--- src/host_port_pkg.sv ---
// Shared constants and carriers for the host port select decoder.
// Assumes a single 50 MHz clock domain and an asynchronous active-low reset.
package host_port_pkg;

    localparam int unsigned CLK_PERIOD_NS     = 20;
    localparam int unsigned HW_RESET_MIN_US   = 10;
    localparam int unsigned HW_RESET_MIN_CYC  =
        (HW_RESET_MIN_US * 1000 + CLK_PERIOD_NS - 1) / CLK_PERIOD_NS;
    localparam int unsigned RST_CNT_W         = 10;

    localparam int unsigned ADDR_W            = 11;
    localparam int unsigned DATA_W            = 8;
    localparam int unsigned REG_IDX_W         = 8;
    localparam int unsigned SEL_MSB           = 10;
    localparam int unsigned SEL_LSB           = 8;
    localparam int unsigned NUM_DOWNSTREAM    = 5;

    localparam logic [2:0] SEL_CODE_MASTER    = 3'h0;
    localparam logic [2:0] SEL_CODE_FIRST     = 3'h1;
    localparam logic [2:0] SEL_CODE_LAST      = 3'h5;
    localparam logic [2:0] SEL_CODE_RESERVED  = 3'h6;
    localparam logic [2:0] SEL_CODE_ALL       = 3'h7;

    localparam logic [2:0] STYLE_ASYNC_A      = 3'h0;
    localparam logic [2:0] STYLE_ASYNC_B      = 3'h1;
    localparam logic [2:0] STYLE_SYNC         = 3'h7;

    localparam logic [DATA_W-1:0] REG_RESET_VAL = 8'h00;
    localparam logic [NUM_DOWNSTREAM-1:0] SEL_N_IDLE = 5'h1f;

    typedef enum logic [2:0] {
        BUS_ASYNC_A = 3'b001,
        BUS_ASYNC_B = 3'b010,
        BUS_SYNC    = 3'b100
    } bus_style_e;

    typedef struct packed {
        logic                 write;
        logic [REG_IDX_W-1:0] index;
        logic [DATA_W-1:0]    wdata;
    } reg_access_s;

endpackage

--- src/host_sync2.sv ---
// Two-flop synchroniser, one per bit of a bus.
// Assumes the input comes from outside the clk domain.
`timescale 1ns/1ps
module host_sync2 #(
    parameter int unsigned WIDTH = 1,
    parameter logic [WIDTH-1:0] INIT = '0
) (
    // Clock and reset
    input  wire logic             clk,
    input  wire logic             rstn,
    // Data
    input  wire logic [WIDTH-1:0] d,
    output logic      [WIDTH-1:0] q
);
    logic [WIDTH-1:0] meta_reg;

    always_ff @(posedge clk or negedge rstn) begin
        if (!rstn) begin
            meta_reg <= INIT;
            q        <= INIT;
        end else begin
            meta_reg <= d;
            q        <= meta_reg;
        end
    end
endmodule

--- src/host_port_select_decoder.sv ---
// Host parallel port front end: address decode, downstream selects,
// bus style strap, data bus steering and hardware reset qualification.
// Assumes the host pins are asynchronous to clk and are synchronised here;
// register storage sits in a small local array standing in for the core.
`timescale 1ns/1ps

// How it works
// - Code 000 self, 001-101 one downstream select
// - Code 111 selects all; 110 selects nobody
// - Low eight address bits index registers directly
// - Data bus driven only during reads
// - Style strap 000, 001 async, 111 sync
// - Reset held over 10 us restores defaults
// - Five selects from top address bits, gated by host select
// - One host select fans out to six devices
// - Sync style times writes from host clock; reads follow rd_n level
module host_port_select_decoder
    import host_port_pkg::*;
(
    // Clock and reset
    input  wire logic                             clk,
    input  wire logic                             rstn,
    // Host pins
    input  wire logic                             host_sel_n,
    input  wire logic                             host_rd_n,
    input  wire logic                             host_wr_n,
    input  wire logic                             host_clk,
    input  wire logic                             hw_reset_n,
    input  wire logic [host_port_pkg::ADDR_W-1:0] host_addr,
    input  wire logic [host_port_pkg::DATA_W-1:0] host_data_in,
    output logic      [host_port_pkg::DATA_W-1:0] host_data_out,
    output logic                                  host_data_oe,
    input  wire logic [2:0]                       host_bus_style_select,
    // Downstream selects
    output logic                                  downstream_select_1,
    output logic                                  downstream_select_2,
    output logic                                  downstream_select_3,
    output logic                                  downstream_select_4,
    output logic                                  downstream_select_5,
    // Core side
    output host_port_pkg::reg_access_s            reg_access,
    output logic                                  reg_write_pulse,
    output logic                                  regs_defaulted,
    output logic                                  style_invalid
);
    import host_port_pkg::*;

    localparam int unsigned SYNC_W = ADDR_W + DATA_W + 3 + 5;

    logic [SYNC_W-1:0] pins_raw;
    logic [SYNC_W-1:0] pins_s;
    logic [ADDR_W-1:0] addr_s;
    logic [DATA_W-1:0] wdata_s;
    logic [2:0]        style_s;
    logic              sel_n_s;
    logic              rd_n_s;
    logic              wr_n_s;
    logic              hclk_s;
    logic              hrst_n_s;

    // All host pins cross into clk through two flops
    assign pins_raw = {host_addr, host_data_in, host_bus_style_select,
                       host_sel_n, host_rd_n, host_wr_n, host_clk, hw_reset_n};

    host_sync2 #(
        .WIDTH (SYNC_W),
        // Host clock pin idles low, so its edge detector sees no false edge at reset
        .INIT  ({{(SYNC_W-5){1'b0}}, 5'h1d})
    ) u_sync (
        .clk  (clk),
        .rstn (rstn),
        .d    (pins_raw),
        .q    (pins_s)
    );

    assign {addr_s, wdata_s, style_s, sel_n_s, rd_n_s, wr_n_s, hclk_s, hrst_n_s} = pins_s;

    // Style strap is caught once after reset release, not under the async reset
    bus_style_e style_reg;
    logic [1:0] style_wait_reg;
    logic       style_bad_reg;
    bus_style_e style_next;
    logic       style_bad_next;

    always_comb begin
        style_next     = BUS_ASYNC_A;
        style_bad_next = 1'b0;
        case (style_s)
            STYLE_ASYNC_A: style_next = BUS_ASYNC_A;
            STYLE_ASYNC_B: style_next = BUS_ASYNC_B;
            STYLE_SYNC:    style_next = BUS_SYNC;
            default:       style_bad_next = 1'b1;
        endcase
    end

    always_ff @(posedge clk or negedge rstn) begin
        if (!rstn) begin
            style_reg      <= BUS_ASYNC_A;
            style_wait_reg <= 2'h0;
            style_bad_reg  <= 1'b0;
        end else if (style_wait_reg != 2'h3) begin
            // Wait for the synchroniser to fill; its reset value is not the strap
            style_wait_reg <= style_wait_reg + 2'h1;
            if (style_wait_reg == 2'h2) begin
                style_reg     <= style_next;
                style_bad_reg <= style_bad_next;
            end
        end
    end

    // Address decode
    wire [2:0] sel_code   = addr_s[SEL_MSB:SEL_LSB];
    wire       port_on    = !sel_n_s;
    wire       self_hit   = port_on && (sel_code == SEL_CODE_MASTER
                                        || sel_code == SEL_CODE_ALL);
    wire [REG_IDX_W-1:0] reg_idx = addr_s[REG_IDX_W-1:0];

    logic [NUM_DOWNSTREAM-1:0] ds_sel_n_next;
    always_comb begin
        ds_sel_n_next = SEL_N_IDLE;
        for (int i = 0; i < NUM_DOWNSTREAM; i++) begin
            // One host select reaches up to six devices
            if (port_on && (sel_code == SEL_CODE_ALL
                            || sel_code == 3'(i + 1))) begin
                ds_sel_n_next[i] = 1'b0;
            end
        end
    end

    // Strobe qualification per bus style
    logic hw_reset_act;
    logic hclk_d_reg;
    logic wr_n_d_reg;
    wire  hclk_rise = hclk_s && !hclk_d_reg;
    wire  wr_rise   = wr_n_s && !wr_n_d_reg;
    // Async A: separate read and write strobes, active low
    // Async B: rd_n pin acts as read-not-write, wr_n as data strobe
    // Sync: host_clk edge with wr_n as write enable
    wire  rd_active = (style_reg == BUS_ASYNC_A) ? !rd_n_s :
                      (style_reg == BUS_ASYNC_B) ? (rd_n_s && !wr_n_s) :
                                                   (!rd_n_s && wr_n_s);
    wire  wr_event  = (style_reg == BUS_SYNC) ? (hclk_rise && !wr_n_s) :
                      (style_reg == BUS_ASYNC_B) ? (wr_rise && !rd_n_s) :
                                                   wr_rise;
    wire  do_write  = self_hit && wr_event && !style_bad_reg && !hw_reset_act;
    wire  do_read   = self_hit && rd_active && !style_bad_reg;

    // Hardware reset must be held longer than the minimum before it counts
    logic [RST_CNT_W-1:0] rst_cnt_reg;
    assign hw_reset_act = (rst_cnt_reg > RST_CNT_W'(HW_RESET_MIN_CYC));
    wire [RST_CNT_W-1:0] rst_cnt_next =
        hrst_n_s ? '0 : (hw_reset_act ? rst_cnt_reg : rst_cnt_reg + 1'b1);

    // Register space, indexed straight by the low address bits
    logic [DATA_W-1:0] regs_mem [0:(1<<REG_IDX_W)-1];

    always_ff @(posedge clk) begin
        if (hw_reset_act) begin
            for (int i = 0; i < (1 << REG_IDX_W); i++) begin
                regs_mem[i] <= REG_RESET_VAL;
            end
        end else if (do_write) begin
            regs_mem[reg_idx] <= wdata_s;
        end
    end

    always_ff @(posedge clk or negedge rstn) begin
        if (!rstn) begin
            rst_cnt_reg <= '0;
            hclk_d_reg  <= 1'b0;
            wr_n_d_reg  <= 1'b1;
        end else begin
            rst_cnt_reg <= rst_cnt_next;
            hclk_d_reg  <= hclk_s;
            wr_n_d_reg  <= wr_n_s;
        end
    end

    // Outputs all registered; selects idle high so nothing floats low at reset
    always_ff @(posedge clk or negedge rstn) begin
        if (!rstn) begin
            downstream_select_1 <= 1'b1;
            downstream_select_2 <= 1'b1;
            downstream_select_3 <= 1'b1;
            downstream_select_4 <= 1'b1;
            downstream_select_5 <= 1'b1;
            host_data_out       <= '0;
            host_data_oe        <= 1'b0;
            reg_access          <= '0;
            reg_write_pulse     <= 1'b0;
            regs_defaulted      <= 1'b0;
            style_invalid       <= 1'b0;
        end else begin
            downstream_select_1 <= ds_sel_n_next[0];
            downstream_select_2 <= ds_sel_n_next[1];
            downstream_select_3 <= ds_sel_n_next[2];
            downstream_select_4 <= ds_sel_n_next[3];
            downstream_select_5 <= ds_sel_n_next[4];
            // Bus turns around one clock late; host must not drive while reading
            host_data_oe        <= do_read;
            host_data_out       <= regs_mem[reg_idx];
            reg_access          <= '{write: do_write, index: reg_idx, wdata: wdata_s};
            reg_write_pulse     <= do_write;
            regs_defaulted      <= hw_reset_act;
            style_invalid       <= style_bad_reg;
        end
    end
endmodule

--- config.mk ---
export PLATFORM = sky130hd
export DESIGN_NAME = host_port_select_decoder
export DESIGN_NICKNAME = d
export VERILOG_FILES = /design/src/host_port_pkg.sv /design/src/host_sync2.sv /design/src/host_port_select_decoder.sv
export SDC_FILE = /design/constraint.sdc
export NUM_CORES = 2
export LEC_CHECK = 0
export BUFFER_PORTS_ARGS = -buffer_cell sky130_fd_sc_hd__clkbuf_2
export CELL_PAD_IN_SITES_DETAIL_PLACEMENT = 0
export CELL_PAD_IN_SITES_GLOBAL_PLACEMENT = 1
export CORE_UTILIZATION = 45
export CTS_BUF_LIST = sky130_fd_sc_hd__clkbuf_4 sky130_fd_sc_hd__clkbuf_8
export DETAILED_ROUTE_END_ITERATION = 10
export HOLD_SLACK_MARGIN = 0.1
export PLACE_DENSITY_LB_ADDON = 0.1
export SLEW_MARGIN = 5
export SYNTH_ARGS = -nofsm -noshare
export SYNTH_HDL_FRONTEND = slang
export SYNTH_SLANG_ARGS = --single-unit
--- constraint.sdc ---
create_clock -name clk -period 5.35 [get_ports clk]
set_clock_uncertainty 0.15 [all_clocks]
set_input_delay 0.8025 -clock clk [delete_from_list [all_inputs] [get_ports clk]]
set_output_delay 0.8025 -clock clk [all_outputs]
set_load 0.01 [all_outputs]
# == Yosys cells after proc, flatten, opt, wreduce, memory -nomap -nowiden ==
# Memory sizes are Yosys's and may differ from the RTL's. A register that Yosys moved wholly into a read port is not among the register bits.
# Cells that the tools add are included.
# W data, S select, Z words.
# totals
wordCells,94
regBits,97
n_memories,1
in_bits,29
mem_bits_rw,2048
# mem_list
name,depth,width,rd,rd_ports_with_merged_regs,wr,line,source
regs_mem,256,8,1,1,256,host_port_select_decoder.sv:155,logic [DATA_W-1:0] regs_mem [0:(1<<REG_IDX_W)-1];
# op_classes
order_cmp,1
n_reduce_logical,36
n_mux,21
n_addsub,2
eq_ne,14
# op_table
operator,count
$mux W10,2
$logic_and A1 B1 Y1,17
$mux W1,16
$mux W8,2
$eq A3 B3 Y1 const B,5
$add A10 B1 Y10 const B,1
$gt A10 B9 Y1 const B,1
$eq A3 B1 Y1 const B,3
$eq A3 B2 Y1 const B,3
$logic_not A1 Y1,8
$reduce_or A8 Y1,1
$logic_not A3 Y1,2
$logic_or A1 B1 Y1,6
$pmux W3 S2,1
$reduce_or A3 Y1,1
$add A2 B1 Y2 const B,1
$eq A2 B2 Y1 const B,1
$ne A2 B1 Y1 const B,1
$ne A2 B2 Y1 const B,1
$reduce_and A2 Y1,1

# == Depth between registers and ports, before layout ==
# depth
depth_word,13
depth_mapped,11
ltp_nobuf,8

# == By module ==
# Synthesis repeated with hierarchy kept, for this count alone.
# unflattened
hier_cells,6311
hier_area_um2,91500.3
# by_module_without_submodules
mod,n_inst,cells_per_inst,seq_area_each_um2,area_each_um2
host_port_select_decoder,1,6257,62784.0,90139.0
host_sync2,1,54,1361.3,1361.3

# == Worst setup path after synthesis ==
# No wires, ideal clock.
# synth_path
path_kind,register to register
start,register u_sync.q[2]
end,memory regs_mem[161][0] (enable)
path_stages_with_launch,8
t_arrival_ns,2.662
n_path_buf,2
setup_ns,0.384
slack_ns,2.154
path_cell_list,dfstp_2 -> inv_2 -> o31a_1 -> a2111oi_4 -> buf_4 -> nand4_2 -> clkbuf_1 -> o21ai_0
# synth_lines
element,line,source
"start, declared",host_sync2.sv:13,output logic [WIDTH-1:0] q
"start signal, assigned",host_sync2.sv:23,q <= meta_reg;
"end, declared",host_port_select_decoder.sv:155,

==> flow_metrics.env <==
export IMPL_seq_power_share=0.533
export IMPL_fillCellCount=16900
export IMPL_io_pins=63
export IMPL_grt_remaining_overflow=0
export IMPL_die_w_um=453
export IMPL_ys_seq_elements=2153
export IMPL_cts_root_buf="clkbuf_8"
export IMPL_timing_fmax_mhz=193
export IMPL_synth_seq_area_share=0.701
export IMPL_power_net_switching_w=0.00776
export IMPL_avgSynthCellArea_um2=14.5
export IMPL_holdWs_ns=0.168
export IMPL_cp_end_kind="flop"
export IMPL_start_util=0.453
export IMPL_dieHeight_um=453
export IMPL_cts_resized=0
export IMPL_cp_required_ns=6.12
export IMPL_grt_pass1_wl_mm=510
export IMPL_critPathMaxStageDelay_ns=1.12
export IMPL_layout_nets=6810
export IMPL_drtPass1Iterations=6
export IMPL_routedWlPerCell_um=39.5
export IMPL_outcome="finished, final reports clean"
export IMPL_hp_class="in -> reg"
export IMPL_leakagePower_nw=37.6
export IMPL_crit_chain="buf_12 > buf_4 > mux4_2 > a22oi_1 > a21oi_1 > o41ai_1 > nand4_1"
export IMPL_largest_reg_flops=2048
export IMPL_cts_sinks=2153
export IMPL_numCtsBuffers=380
export IMPL_wl_mm=384
export IMPL_gp_congestion=1.04
export IMPL_crit_arrival_ns=5.94
export IMPL_synth_area_leader_cell="edfxtp_1"
export IMPL_synth_area_mm2=0.0915
export IMPL_clk_pin_slew_worst_paths_ns=0.07
export IMPL_post_route_period_util=0.966
export IMPL_cts_tree="yes"
export IMPL_comb_power_share=0.029
export IMPL_powerDensity_mw_per_mm2=326
export IMPL_synth_edf_count=2048
export IMPL_port_buffers=62
export IMPL_rsz0062_at_grt="false"
export IMPL_drv_cap=0
export IMPL_fin_setup_tns_ns=0
export IMPL_grt_max_degree=145
export IMPL_crit_buf_inv=2
export IMPL_viasPerCell=6.47
export IMPL_startpoint="u_sync.q[16]"
export IMPL_synth_cell_types=40
export IMPL_clk_latency_ns=1.13
export IMPL_num_vias=62900
export IMPL_p_clk_frac=0.438
export IMPL_hpwl_mm=252
export IMPL_p_int_w=0.0266
export IMPL_slew_violations=0
export IMPL_hold_path_startpoint="host_data_in[6]"
export IMPL_grt_pass1_vias=58600
export IMPL_ys_top_cells_by_area="edfxtp_1 67%, mux4_2 13%, nor2_1 8.5%"
export IMPL_crit_type="reg -> reg"
export IMPL_cp_slowest_cell="dfrtp_4"
export IMPL_ys_flop_type="edfxtp_1"
export IMPL_tightest_slew_ns=1.47
export IMPL_cp_start_kind="flop"
export IMPL_setup_viol=0
export IMPL_route_detailed_drc=0
export IMPL_coreArea_mm2=0.202
export IMPL_finalHoldViolCount=0
export IMPL_ys_async_sr_fraction=0.0488
export IMPL_slew_headroom=0.0209
export IMPL_path_max_fanout=33
export IMPL_synthesis_nets=6345
export IMPL_layout_drive_gt1_share=0.257
export IMPL_timing_rr_start="u_sync.q[16]"
export IMPL_core_rowCount=165
export IMPL_yosysWarnings=0
export IMPL_antenna_found_initial=38
export IMPL_track_usage=0.374
export IMPL_switching_share=0.226
export IMPL_drt_iter0_drc=13500
export IMPL_ir_worst_vdd_uv=273
export IMPL_die_area_mm2=0.205
export IMPL_clockBufferDepth=4
export IMPL_synth_most_common_cell="nor2_1"
export IMPL_synthCells=6312
export IMPL_yosys_area_top_type_share=0.672
export IMPL_ant_nets=0
export IMPL_htree_levels=5
export IMPL_cts_setup_buffers=0
export IMPL_period_needed_ns=5.17
export IMPL_cp_top_family="compound AO/OA/AOI/OAI gates"
export IMPL_synth_commonest_cells="2076 x nor2_1, 2048 x edfxtp_1, 512 x mux4_2"
export IMPL_syn2layout_area_growth_pct=15.2
cell families (layout without fill, tap and decap cells):
group	after synthesis	count (layout)	share of synthesized area
simple gates	2298	2298	0.0967
compound gates	689	689	0.0464
mux	514	514	0.126
flops	2153	2153	0.701
xor+xnor	12	12	0.00115
fa+ha+maj	4	4	0.000547
other cells	0	8	0
buf+inv	642	1377	0.0282
cells in the final DEF, fill, tap and decap left out, types with 5 or more instances in the layout:
cell type / count
bufinv_16: 6
clkinv_1: 78
dlygate4sd3_1: 32
clkbuf_4: 135
inv_1: 11
nor2b_1: 9
dfstp_2: 15
o21ai_0: 259
nand4_4: 9
nor2_1: 2075
clkinvlp_4: 7
nand2_1: 146
a22oi_1: 256
clkinv_2: 24
nand4_1: 17
o41ai_1: 31
dfrtp_1: 83
buf_4: 584
clkbuf_8: 400
xnor2_1: 8
a21oi_1: 132
nand2b_1: 7
dfrtp_2: 5
mux4_2: 512
buf_12: 34
edfxtp_1: 2048
diode_2: 8
clkbuf_2: 61
nand3_1: 9
worst paths after layout:
kind | cells past startpoint | to | slack (ns)
max | 7 | host_data_out[0] | 0.18
min reg2reg | 0 | u_sync.q[8] | 0.19
min in group asynchronous | 2 | downstream_select_2 | 0.28
max reg2reg | 7 | host_data_out[0] | 0.18
max in group asynchronous | 3 | u_sync.q[16] | 4.18
min | 2 | u_sync.meta_reg[14] | 0.17
worst register-to-register path: cells and delay by family, from the launching register on:
family,cells,cell delay (ns)
flops,1,1.12
mux,1,0.63
simple gates,1,0.18
compound gates,3,2.10
buf+inv,2,0.80
power groups by stage:
stage                     clock, W  combinational [W]  sequential, W
after floorplan                  0           0.000508         0.0186
after global placement           0           0.000970         0.0186
after detailed placement         0           0.000969         0.0186
after CTS                   0.0151           0.000993         0.0183
after global routing        0.0158            0.00102         0.0183
final                       0.0150            0.00101         0.0183
layer usage:
layer / routed length [um] / global-route usage
met2: 160000 / 0.510
met5: 27 / 0
met3: 55400 / 0.115
met1: 144000 / 0.528
met4: 24900 / 0.213
cell type report:
| cell class | count | area [um^2] | share of cell area |
|---|---|---|---|
| Antenna cell | 8 | 20.0 | 0.000190 |
| Clock buffer | 535 | 6520 | 0.0618 |
| Clock inverter | 117 | 671 | 0.00636 |
| Inverter | 12 | 45.0 | 0.000427 |
| Multi-Input combinational cell | 3517 | 24900 | 0.237 |
| Sequential cell | 2153 | 64200 | 0.609 |
| Tap cell | 2672 | 3340 | 0.0317 |
| Timing Repair Buffer | 713 | 5730 | 0.0543 |
metrics by stage:
stage / utilization / cells / power (W) / worst slack (ns) / area (um^2)
floorplan: - / 6312 / 0.0191 / 2.15 / 91500
global placement: 0.484 / 9032 / 0.0196 / 0.334 / 97800
detailed placement: 0.484 / 9033 / 0.0196 / 0.394 / 97900
CTS: 0.521 / 9718 / 0.0344 / 0.298 / 105000
global route: 0.522 / 9720 / 0.0351 / 0.321 / 105000
finish: 0.522 / 9727 / 0.0343 / 0.180 / 105000
timing repair:
action / in CTS / in global routing
hold buffers: 33 / 0
setup endpoints to repair: 0 / 0
hold endpoints to repair: 97 / 0
Power figures use the tool's default switching activity.
